[src/hw/nvmac_pkg.sv]
/*
 * shared constants for the nonvolatile byte store access controller:
 * register offsets, control bit positions, stall and write timing.
 * assumes both ends include it and are built on one 100 MHz clock.
 */
package nvmac_pkg;
  // --------------------------------------------------------------
  // io space offsets
  // --------------------------------------------------------------
  localparam logic [5:0] NVMAC_OFS_CTRL = 6'h1F;
  localparam logic [5:0] NVMAC_OFS_DATA = 6'h20;
  localparam logic [5:0] NVMAC_OFS_ADDRL = 6'h21;
  localparam logic [5:0] NVMAC_OFS_ADDRH = 6'h22;
  // --------------------------------------------------------------
  // control register bits
  // --------------------------------------------------------------
  localparam int NVMAC_BIT_RD = 0;
  localparam int NVMAC_BIT_WR = 1;
  localparam int NVMAC_BIT_ARM = 2;
  // --------------------------------------------------------------
  // sizes and timing
  // --------------------------------------------------------------
  localparam int NVMAC_DEPTH = 512;
  localparam int NVMAC_AW = 9;
  localparam int NVMAC_ARM_WIN = 4;
  localparam int NVMAC_RD_STALL = 4;
  localparam int NVMAC_WR_STALL = 2;
  localparam int NVMAC_WR_RC_CYC = 27072;
endpackage : nvmac_pkg

[src/hw/nvmac_if.sv]
/*
 * io register port between cpu core and the store controller.
 * assumes one shared clock; the cpu waits while stall is high.
 */
`timescale 1ns/1ns
interface nvmac_if;
  logic [5:0] io_addr;
  logic io_wr;
  logic io_rd;
  logic [7:0] io_wdata;
  logic [7:0] io_rdata;
  logic stall;

  modport dev (
    input io_addr,
    input io_wr,
    input io_rd,
    input io_wdata,
    output io_rdata,
    output stall
  );
  modport cpu (
    output io_addr,
    output io_wr,
    output io_rd,
    output io_wdata,
    input io_rdata,
    input stall
  );
endinterface : nvmac_if

[src/hw/nvmac_dev.sv]
/*
 * device end: io registers, arm window, cpu stall, self-timed write
 * counted on the rc oscillator tick, and the 512 byte array itself.
 * assumes rc_tick is a one-cycle pulse already on clk_sys and
 * selfprog_busy is a level from the flash logic on the same clock.
 * assumes the cpu issues nothing while stall is high and takes
 * io_rdata in the cycle after io_rd.
 */
`timescale 1ns/1ns
module nvmac_dev #(
  parameter int WR_RC_CYC = nvmac_pkg::NVMAC_WR_RC_CYC
) (
  // clock and reset
  input wire logic clk_sys,
  input wire logic rst_b,
  // cpu io port
  nvmac_if.dev bus,
  // system side
  input wire logic rc_tick,
  input wire logic selfprog_busy,
  output logic write_busy
);
  localparam int AW = nvmac_pkg::NVMAC_AW;

  // ----------------------------------------------------------------
  // state
  // ----------------------------------------------------------------
  // store and io registers
  logic [7:0] mem_r [nvmac_pkg::NVMAC_DEPTH];
  logic [AW-1:0] nvm_addr_reg_r;
  logic [7:0] nvm_data_reg_r;
  logic nvm_write_strobe_r;
  logic nvm_write_arm_r;
  // timers
  logic [2:0] arm_cnt_r;
  logic [2:0] stall_cnt_r;
  // 15 bits: a WR_RC_CYC above 32768 would wrap this counter
  logic [14:0] wr_cnt_r;
  // read port
  logic [7:0] rdata_r;

  // ----------------------------------------------------------------
  // helpers
  // ----------------------------------------------------------------
  // io address compare, shared by the write decode and the read mux
  function automatic logic io_hit(input logic [5:0] addr,
                                  input logic [5:0] ofs);
    return addr == ofs;
  endfunction : io_hit

  // a down counter that still has cycles to run
  function automatic logic cnt_live(input logic [2:0] cnt);
    return cnt != 3'h0;
  endfunction : cnt_live

  // ----------------------------------------------------------------
  // decode
  // ----------------------------------------------------------------
  wire hit_ctrl = io_hit(bus.io_addr, nvmac_pkg::NVMAC_OFS_CTRL);
  wire hit_data = io_hit(bus.io_addr, nvmac_pkg::NVMAC_OFS_DATA);
  wire hit_al = io_hit(bus.io_addr, nvmac_pkg::NVMAC_OFS_ADDRL);
  wire hit_ah = io_hit(bus.io_addr, nvmac_pkg::NVMAC_OFS_ADDRH);

  wire wr_ctrl = bus.io_wr && hit_ctrl;
  wire wr_data = bus.io_wr && hit_data;
  wire wr_al = bus.io_wr && hit_al;
  wire wr_ah = bus.io_wr && hit_ah;

  wire bit_rd = bus.io_wdata[nvmac_pkg::NVMAC_BIT_RD];
  wire bit_wr = bus.io_wdata[nvmac_pkg::NVMAC_BIT_WR];
  wire bit_arm = bus.io_wdata[nvmac_pkg::NVMAC_BIT_ARM];

  // arm and strobe in one write arms nothing: the two-step order is
  // what keeps a stray byte from starting a write
  wire set_arm = wr_ctrl && bit_arm && !bit_wr;
  // strobe only takes while armed and no flash programming runs
  wire start_wr = wr_ctrl && bit_wr && nvm_write_arm_r &&
                  !nvm_write_strobe_r && !selfprog_busy;
  wire start_rd = wr_ctrl && bit_rd && !nvm_write_strobe_r;
  wire addr_open = !nvm_write_strobe_r;
  wire arm_expire = arm_cnt_r == 3'h1;
  wire wr_tick = nvm_write_strobe_r && rc_tick;
  wire wr_last = wr_cnt_r == 15'(WR_RC_CYC - 1);
  wire wr_done = wr_tick && wr_last;
  wire [2:0] stall_load = start_rd ? 3'(nvmac_pkg::NVMAC_RD_STALL) :
                          3'(nvmac_pkg::NVMAC_WR_STALL);

  // the read strobe reads back as zero: a read is over at once
  wire [7:0] ctrl_rd = (8'(nvm_write_arm_r) << nvmac_pkg::NVMAC_BIT_ARM) |
                       (8'(nvm_write_strobe_r) << nvmac_pkg::NVMAC_BIT_WR);
  wire [7:0] ah_rd = {{(16 - AW){1'b0}}, nvm_addr_reg_r[AW-1:8]};
  // unmapped offsets read as zero
  wire [7:0] rd_mux = hit_ctrl ? ctrl_rd :
                      hit_data ? nvm_data_reg_r :
                      hit_al ? nvm_addr_reg_r[7:0] :
                      hit_ah ? ah_rd : 8'h00;

  // ----------------------------------------------------------------
  // outputs
  // ----------------------------------------------------------------
  // stall decodes the counter, so the cpu sees it the cycle after the
  // strobe edge with no extra register in the way
  assign bus.stall = cnt_live(stall_cnt_r);
  assign bus.io_rdata = rdata_r;
  assign write_busy = nvm_write_strobe_r;

  // ----------------------------------------------------------------
  // write engine; ignores reset while a write runs so it survives it
  // ----------------------------------------------------------------
  always_ff @(posedge clk_sys) begin
    if (start_wr) begin
      nvm_write_strobe_r <= 1'b1;
      wr_cnt_r <= 15'h0000;
    end else if (wr_done) begin
      nvm_write_strobe_r <= 1'b0;
    end else if (wr_tick) begin
      wr_cnt_r <= wr_cnt_r + 15'h0001;
    end
    // the case also clears an unknown power-up value, where a plain
    // test of the strobe would leave it unknown for good
    if (!rst_b) begin
      case (nvm_write_strobe_r)
        1'b1: ; // a running write carries on
        default: begin
          nvm_write_strobe_r <= 1'b0;
          wr_cnt_r <= 15'h0000;
        end
      endcase
    end
  end

  // the byte lands only when the timed write ends
  always_ff @(posedge clk_sys) begin
    if (wr_done) begin
      mem_r[nvm_addr_reg_r] <= nvm_data_reg_r;
    end
  end

  // ----------------------------------------------------------------
  // arm window
  // ----------------------------------------------------------------
  // the arm also drops on accept, so one arm buys at most one write
  always_ff @(posedge clk_sys) begin
    if (!rst_b) begin
      nvm_write_arm_r <= 1'b0;
      arm_cnt_r <= 3'h0;
    end else if (set_arm) begin
      nvm_write_arm_r <= 1'b1;
      arm_cnt_r <= 3'(nvmac_pkg::NVMAC_ARM_WIN);
    end else if (start_wr || arm_expire) begin
      nvm_write_arm_r <= 1'b0;
      arm_cnt_r <= 3'h0;
    end else if (cnt_live(arm_cnt_r)) begin
      arm_cnt_r <= arm_cnt_r - 3'h1;
    end
  end

  // ----------------------------------------------------------------
  // cpu stall
  // ----------------------------------------------------------------
  // a new strobe reloads the counter; the cpu issues none while stalled
  always_ff @(posedge clk_sys) begin
    if (!rst_b) begin
      stall_cnt_r <= 3'h0;
    end else if (start_rd || start_wr) begin
      stall_cnt_r <= stall_load;
    end else if (cnt_live(stall_cnt_r)) begin
      stall_cnt_r <= stall_cnt_r - 3'h1;
    end
  end

  // ----------------------------------------------------------------
  // read port
  // ----------------------------------------------------------------
  // holds until the next io read, so a late sampler still sees it
  always_ff @(posedge clk_sys) begin
    if (!rst_b) begin
      rdata_r <= 8'h00;
    end else if (bus.io_rd) begin
      rdata_r <= rd_mux;
    end
  end

  // ----------------------------------------------------------------
  // data and address registers
  // ----------------------------------------------------------------
  // data and address are not reset: their start value is undefined
  always_ff @(posedge clk_sys) begin
    if (start_rd) begin
      nvm_data_reg_r <= mem_r[nvm_addr_reg_r];
    end else if (wr_data) begin
      nvm_data_reg_r <= bus.io_wdata;
    end
  end

  // address writes are dropped while a write runs, so the byte still
  // lands where it was aimed
  always_ff @(posedge clk_sys) begin
    if (wr_al && addr_open) begin
      nvm_addr_reg_r[7:0] <= bus.io_wdata;
    end
    if (wr_ah && addr_open) begin
      nvm_addr_reg_r[AW-1:8] <= bus.io_wdata[AW-9:0];
    end
  end
endmodule : nvmac_dev

[src/flat_wrapper.sv]
// flat-port wrapper written by rule: the top's interface ports become plain ports
module nvmac_dev_flat 
#(
  parameter int WR_RC_CYC = nvmac_pkg::NVMAC_WR_RC_CYC
)
  (clk_sys, rst_b, rc_tick, selfprog_busy, write_busy, bus_io_addr, bus_io_wr, bus_io_rd, bus_io_wdata, bus_io_rdata, bus_stall);
  nvmac_if bus_i ();
  input wire logic clk_sys;
  input wire logic rst_b;
  input wire logic rc_tick;
  input wire logic selfprog_busy;
  output logic write_busy;
  input wire logic [$bits(bus_i.io_addr)-1:0] bus_io_addr;
  input wire logic [$bits(bus_i.io_wr)-1:0] bus_io_wr;
  input wire logic [$bits(bus_i.io_rd)-1:0] bus_io_rd;
  input wire logic [$bits(bus_i.io_wdata)-1:0] bus_io_wdata;
  output wire logic [$bits(bus_i.io_rdata)-1:0] bus_io_rdata;
  output wire logic [$bits(bus_i.stall)-1:0] bus_stall;
  assign bus_i.io_addr = bus_io_addr;
  assign bus_i.io_wr = bus_io_wr;
  assign bus_i.io_rd = bus_io_rd;
  assign bus_i.io_wdata = bus_io_wdata;
  assign bus_io_rdata = bus_i.io_rdata;
  assign bus_stall = bus_i.stall;
  nvmac_dev #(.WR_RC_CYC(WR_RC_CYC)) u_core (.clk_sys(clk_sys), .rst_b(rst_b), .bus(bus_i), .rc_tick(rc_tick), .selfprog_busy(selfprog_busy), .write_busy(write_busy));
endmodule
[config.mk]
export PLATFORM = sky130hd
export DESIGN_NAME = nvmac_dev_flat
export DESIGN_NICKNAME = d
export VERILOG_FILES = /design/src/hw/nvmac_pkg.sv /design/src/hw/nvmac_if.sv /design/src/hw/nvmac_dev.sv /design/src/flat_wrapper.sv
export SDC_FILE = /design/constraint.sdc
export NUM_CORES = 2
export LEC_CHECK = 0
export ABC_AREA = 0
export BUFFER_PORTS_ARGS = -buffer_cell sky130_fd_sc_hd__buf_2
export CAP_MARGIN = 10
export CELL_PAD_IN_SITES_DETAIL_PLACEMENT = 0
export CELL_PAD_IN_SITES_GLOBAL_PLACEMENT = 1
export CORE_MARGIN = 4
export CORE_UTILIZATION = 32
export DETAILED_ROUTE_END_ITERATION = 12
export GPL_ROUTABILITY_DRIVEN = 0
export PLACE_DENSITY_LB_ADDON = 0.1
export SLEW_MARGIN = 20
export SYNTH_ARGS = -nofsm -noshare
export SYNTH_HDL_FRONTEND = slang
export SYNTH_SLANG_ARGS = --single-unit
[constraint.sdc]
create_clock -name clk_sys -period 10 [get_ports clk_sys]
set_input_delay 2.5 -clock clk_sys [delete_from_list [all_inputs] [get_ports clk_sys]]
set_output_delay 2.5 -clock clk_sys [all_outputs]
set_load 0.01 [all_outputs]
# Word level (Yosys, flattened, before mapping)
# Memories as Yosys holds them, arrays and structs flattened.
# Cells that the tools add are included.
[op_classes]
addsub = 3
n_eq_ne = 6
mux = 25
bitwise_logic = 2
reduce_logical = 28
[op_table]
columns = ["op", "count"]
rows = [
  ["$mux 15", 5],
  ["$mux 8", 5],
  ["$eq 6x6->1 const B", 3],
  ["$mux 3", 6],
  ["$logic_and 1x1->1", 16],
  ["$add 15x1->15 const B", 1],
  ["$eq 15x15->1 const B", 1],
  ["$mux 1", 9],
  ["$reduce_bool 3->1", 3],
  ["$eq 6x5->1 const B", 1],
  ["$reduce_bool 2->1", 3],
  ["$sub 3x1->3 const B", 2],
  ["$eq 3x1->1 const B", 1],
  ["$logic_not 1->1", 3],
  ["$or 3x2->3", 1],
  ["$reduce_or 3->1", 1],
  ["$logic_or 1x1->1", 2],
  ["$not 1->1", 1],
]
[totals]
regBits = 48
ram_bits = 4096
in_bits = 20
word_cells = 75
mem_count = 1
[memory_table]
columns = ["name", "depth", "width", "read_ports", "rd_ports_with_merged_regs", "write_ports", "line", "rtl"]
rows = [
  ["u_core.mem_r", 512, 8, 1, 0, 1, "nvmac_dev.sv:29", "logic [7:0] mem_r [nvmac_pkg::NVMAC_DEPTH];"],
]

# Longest topological paths before layout
[depth]
ltp_word = 9
mapped_depth = 15

# Least setup slack after synthesis
# No wires, ideal clock.
[synth_timing]
path_type = "register to register"
from = "register u_core.nvm_data_reg_r[1]"
to = "memory u_core.mem_r[0][1], data pin"
setup_time_ps = 1438
arrival_ps = 6173
setup_slack_ps = 2388
stages_incl_launch_ff = 1
n_path_buf = 0
period_less_slack_ps = 7612
path_cell_list = "edfxtp_1"
[synth_rtl]
columns = ["element", "line", "rtl"]
rows = [
  ["from (decl)", "nvmac_dev.sv:31", "logic [7:0] nvm_data_reg_r;"],
  ["from (signal assigned)", "nvmac_dev.sv:190", "nvm_data_reg_r <= mem_r[nvm_addr_reg_r];"],
  ["from (signal assigned)", "nvmac_dev.sv:192", "nvm_data_reg_r <= bus.io_wdata;"],
  ["to (decl)", "nvmac_dev.sv:29", ""],
]
# No word-level cell before the write port.

# Worst setup path in the final report
[layout_timing]
from = "register u_core.nvm_addr_reg_r[1]"
to = "register u_core.nvm_data_reg_r[4], data pin"
[layout_between]
elab_chain_cells = 2
[layout_lines]
columns = ["element", "line", "rtl"]
rows = [
  ["from (decl)", "nvmac_dev.sv:30", "logic [AW-1:0] nvm_addr_reg_r;"],
  ["from (signal assigned)", "nvmac_dev.sv:200", "nvm_addr_reg_r[7:0] <= bus.io_wdata;"],
  ["from (signal, indexed assignment)", "nvmac_dev.sv:203", "nvm_addr_reg_r[AW-1:8] <= bus.io_wdata[AW-9:0];"],
  ["$mem_v2 512x8", "--", ""],
  ["$mux 8", "nvmac_dev.sv:189", "if (start_rd) begin"],
]
# No other way between the ends.
# A chain may end at the register's enable or synchronous reset.

==> impl_metrics.py <==
metrics = {
    "global_routing": {
        "globalRouteTotalUtil_pct": 20.8,
        "antenna_found_initial": 58,
        "grt_first_pass_wirelength_um": 728000,
        "grt_max_degree": 178,
        "grt_overflow_total": 0,
        "number_of_global_route_vias_before_repair": 80206,
    },
    "floorplanning": {
        "core_region_area_um2": 498000,
        "die-area_um2": 512000,
        "die_height_um": 716,
        "dieWidth_um": 716,
        "design.portCount": 30,
        "initial_cell_density_of_the_core_pct": 32.2,
        "core.rowCount": 259,
    },
    "clock_tree": {
        "cts_made_buffers": 453,
        "postCtsHoldBufs": 0,
        "ctsRootBufferMaster": "clkbuf_16",
        "clkTransAtPathRegs_ps": 70,
        "clock_sinks": 4144,
        "clk_path_buf_depth": 4,
        "clock_insertion_delay_worst_skew_ps": 1010,
        "cts_tree": "yes",
        "cts.repair.resized": 0,
        "post_cts.repair.setup_buffers": 0,
        "htree_num_levels": 5,
    },
    "critical_path": {
        "critical_path.slowest_cell": "edfxtp_1",
        "crit_required_ps": 10710,
        "timing.critical_path.slowest_cell_delay_ps": 960,
        "reg2reg_from": "u_core.nvm_addr_reg_r[1]",
        "worst_r2r_endpoint": "u_core.nvm_data_reg_r[4]",
        "cp_data_arrival_time_ps": 6660,
        "timing.reg2reg.worst_path_depth": 8,
        "cp_num_buf_inv": 2,
        "timing.critical_path.mode_cell": "mux4_2",
        "reg2reg_slack_ps": 4050,
        "cp_cell_sequence": "buf_12 -> buf_4 -> mux4_2 -> mux4_2 -> o2111ai_1 -> nand4_1 -> a311oi_2 -> a31oi_1",
        "cp_top_family": "compound AO/OA/AOI/OAI gates",
        "critical_path.startpoint_type": "register",
        "crit_path_end_kind": "register",
        "critPathMaxFanout": 96,
        "timing_worst_setup_path_type": "reg2reg",
    },
    "drt": {
        "drt-wirelength-per-cell_um": 36.9,
        "wirelength_um": 540000,
        "dr_total_vias": 78416,
        "final_antenna_violating_net_count": 0,
        "detailedRoute.firstIterationViolations": 8527,
        "detail_route.first_pass.iterations": 6,
        "drcViolationCount": 0,
        "detailed_route_vias_per_instance": 5.36,
    },
    "final_layout": {
        "final-instance-count-excl-fill": 14639,
        "nFillCells": 45345,
        "seqCellArea_um2": 124000,
        "area_delta_synth_final_pct": 15.0,
        "post_route_cells_drive_above_1_share_pct": 26.7,
        "final_net_count": 7610,
        "postLayoutCellArea_um2": 184000,
        "final_core_util_pct": 37.0,
        "multi_input_area_um2": 34400,
    },
    "yosys": {
        "net_count_synth": 7331,
        "proportion_of_synthesized_flip_flops_having_asynchronous_set_or_reset_pct": 0,
        "ys_seq_elements": 4144,
        "sequential_share_of_the_synthesized_area_pct": 77.5,
        "mappedNetlistArea_um2": 160000,
        "synth_warnings": 0,
        "synth_area_leader_cell": "edfxtp_1",
        "yosysMostFrequentCell": "edfxtp_1",
        "syn_area_per_cell_um2": 21.9,
        "postSynthCellCount": 7305,
        "synth_edf_count": 4113,
        "yosys-top-cells-area": "edfxtp_1 77%, mux4_2 16%, nor2_1 1.4%",
        "dominantRegCellSynth": "edfxtp_1",
        "most_numerous_cell_types_in_the_synthesized_netlist": "4113 x edfxtp_1, 1114 x mux4_2, 585 x nor2_1",
        "yosys.cell_types.count": 67,
        "synthDominantCellAreaShare_pct": 77.1,
    },
    "min_path": {
        "min_to": "u_core.wr_cnt_r[14]",
        "hold_path_depth": 2,
        "hold_path_class": "reg2reg",
        "timing.hold.worst.start": "u_core.wr_cnt_r[14]",
    },
    "power": {
        "report.power.total_mw": 36.2,
        "p_int_mw": 28.9,
        "power_frac_seq_pct": 52.0,
        "pwr-share-comb_pct": 0.9,
        "max_vdd_drop_mv": 0.148,
        "clockPowerShare_pct": 47.1,
        "power.static_leakage_nw": 56.0,
        "power-per-cell-area_nw_per_um2": 197,
        "sw_frac_of_total_pct": 20.2,
        "power.net_switching_mw": 7.33,
    },
    "sta": {
        "timing.final.setup_violations": 0,
        "clock.fmax_ghz": 0.168,
        "final_critical_path_setup_slack_ps": 4050,
        "final-hold-violation-count": 0,
        "rsz0062_at_grt": "no",
        "worst-slew-pin-transition_ps": 1380,
        "hold_ws_ps": 518,
        "min_period_over_period_pct": 59.5,
        "normalized_max_slew_margin_pct": 8.16,
        "slew_violations": 0,
        "fin_skew_ps": 56.9,
        "finalWorstPathRequiredPeriod_ps": 5950,
        "totalNegativeSetupSlack_ps": 0,
    },
    "run_status": {
        "outcome": "finished, final reports clean",
    },
    "placed_design": {
        "buffer_ports.inserted": 29,
        "numPlacedInstances": 13783,
        "placedInstanceArea_um2": 169000,
        "dp.final_hpwl_um": 331000,
        "dp_worst_setup_slack_ps": 3000,
    },
    "flow_run": {
        "drv_cap": 0,
    },
}
==> how the worst max path moves through the flow <==
stage	from	endpoint	slack, ps	depth (start not counted)
final	u_core.nvm_addr_reg_r[1]	u_core.nvm_data_reg_r[4]	4050	8
after global routing	u_core.nvm_addr_reg_r[1]	u_core.nvm_data_reg_r[4]	3970	8
after CTS	u_core.nvm_addr_reg_r[1]	u_core.nvm_data_reg_r[4]	4030	8
after detailed placement	rc_tick	u_core.mem_r[120][4]	3000	8
after global placement	rc_tick	u_core.mem_r[401][0]	2920	8
after floorplan	u_core.nvm_data_reg_r[1]	u_core.mem_r[0][1]	2390	0
==> per-layer routing <==
| layer | GRT usage (%) | routed length, µm | vias up |
|---|---|---|---|
| li1 | - | - | 31374 |
| met1 | 29.5 | 236000 | 43455 |
| met2 | 33.2 | 255000 | 2945 |
| met3 | 3.61 | 34000 | 632 |
| met4 | 5.53 | 15600 | 10 |
| met5 | 0 | 73 | - |
==> cell families (layout without fill, tap and decap cells) <==
group,after synthesis,in the layout,share of synthesized area [%]
AND/OR/NAND/NOR,1039,1039,2.75
AO/OA/AOI/OAI,374,374,1.71
multiplexers,1270,1270,16.6
XOR/XNOR,14,14,0.0765
flip-flops,4144,4144,77.5
buffers and inverters,458,1127,1.34
adder cells (fa/ha/maj),6,6,0.0468
other,0,10,0
==> tightest hold or removal path: cells and delay by family (launching register included) <==
| family | cells | cell delay (ps) |
|---|---|---|
| DFF | 1 | 340 |
| and+or+nand+nor | 1 | 70 |
| xor gates and xnor gates | 1 | 70 |
==> sequential cells by signal, summed over array words and instances, names as in the netlist <==
signal	count
u_core.stall_cnt_r	3
u_core.wr_cnt_r	15
u_core.nvm_addr_reg_r	9
u_core.write_busy	1
u_core.nvm_write_arm_r	1
u_core.arm_cnt_r	3
u_core.bus.io_rdata	8
u_core.mem_r	4096
u_core.nvm_data_reg_r	8
==> power by group through the flow <==
stage | registers [mW] | logic [mW] | clock network [mW]
after floorplan | 19.2 | 0.159 | 0
after global placement | 19.2 | 0.315 | 0
after detailed placement | 19.2 | 0.317 | 0
after CTS | 18.8 | 0.317 | 17.5
after global routing | 18.8 | 0.332 | 18.2
final | 18.8 | 0.310 | 17.1
==> cell type report <==
class / count / share of cell area (%)
timing repair buffer: 267 / 1.26
multi-input combinational: 2703 / 18.6
sequential: 4144 / 67.4
inverter: 15 / 0.0346
antenna: 10 / 0.0136
clock inverter: 316 / 1.80
clock buffer: 529 / 6.38
tap: 6655 / 4.52
==> cells in the final DEF, fill, tap and decap left out, types with 26 or more instances in the layout <==
cell,instances
a22oi_1,112
nor2_1,577
buf_4,206
clkbuf_1,68
edfxtp_1,4113
clkinv_1,104
a21oi_1,54
nor3_1,26
clkinvlp_4,30
buf_2,29
clkinv_2,91
dfxtp_1,31
nand2_1,221
mux2i_1,147
a32oi_1,45
bufinv_16,60
nand3_1,62
clkbuf_16,458
mux4_2,1114
buf_12,31
Note: power is estimated with default switching activity, not from simulation.
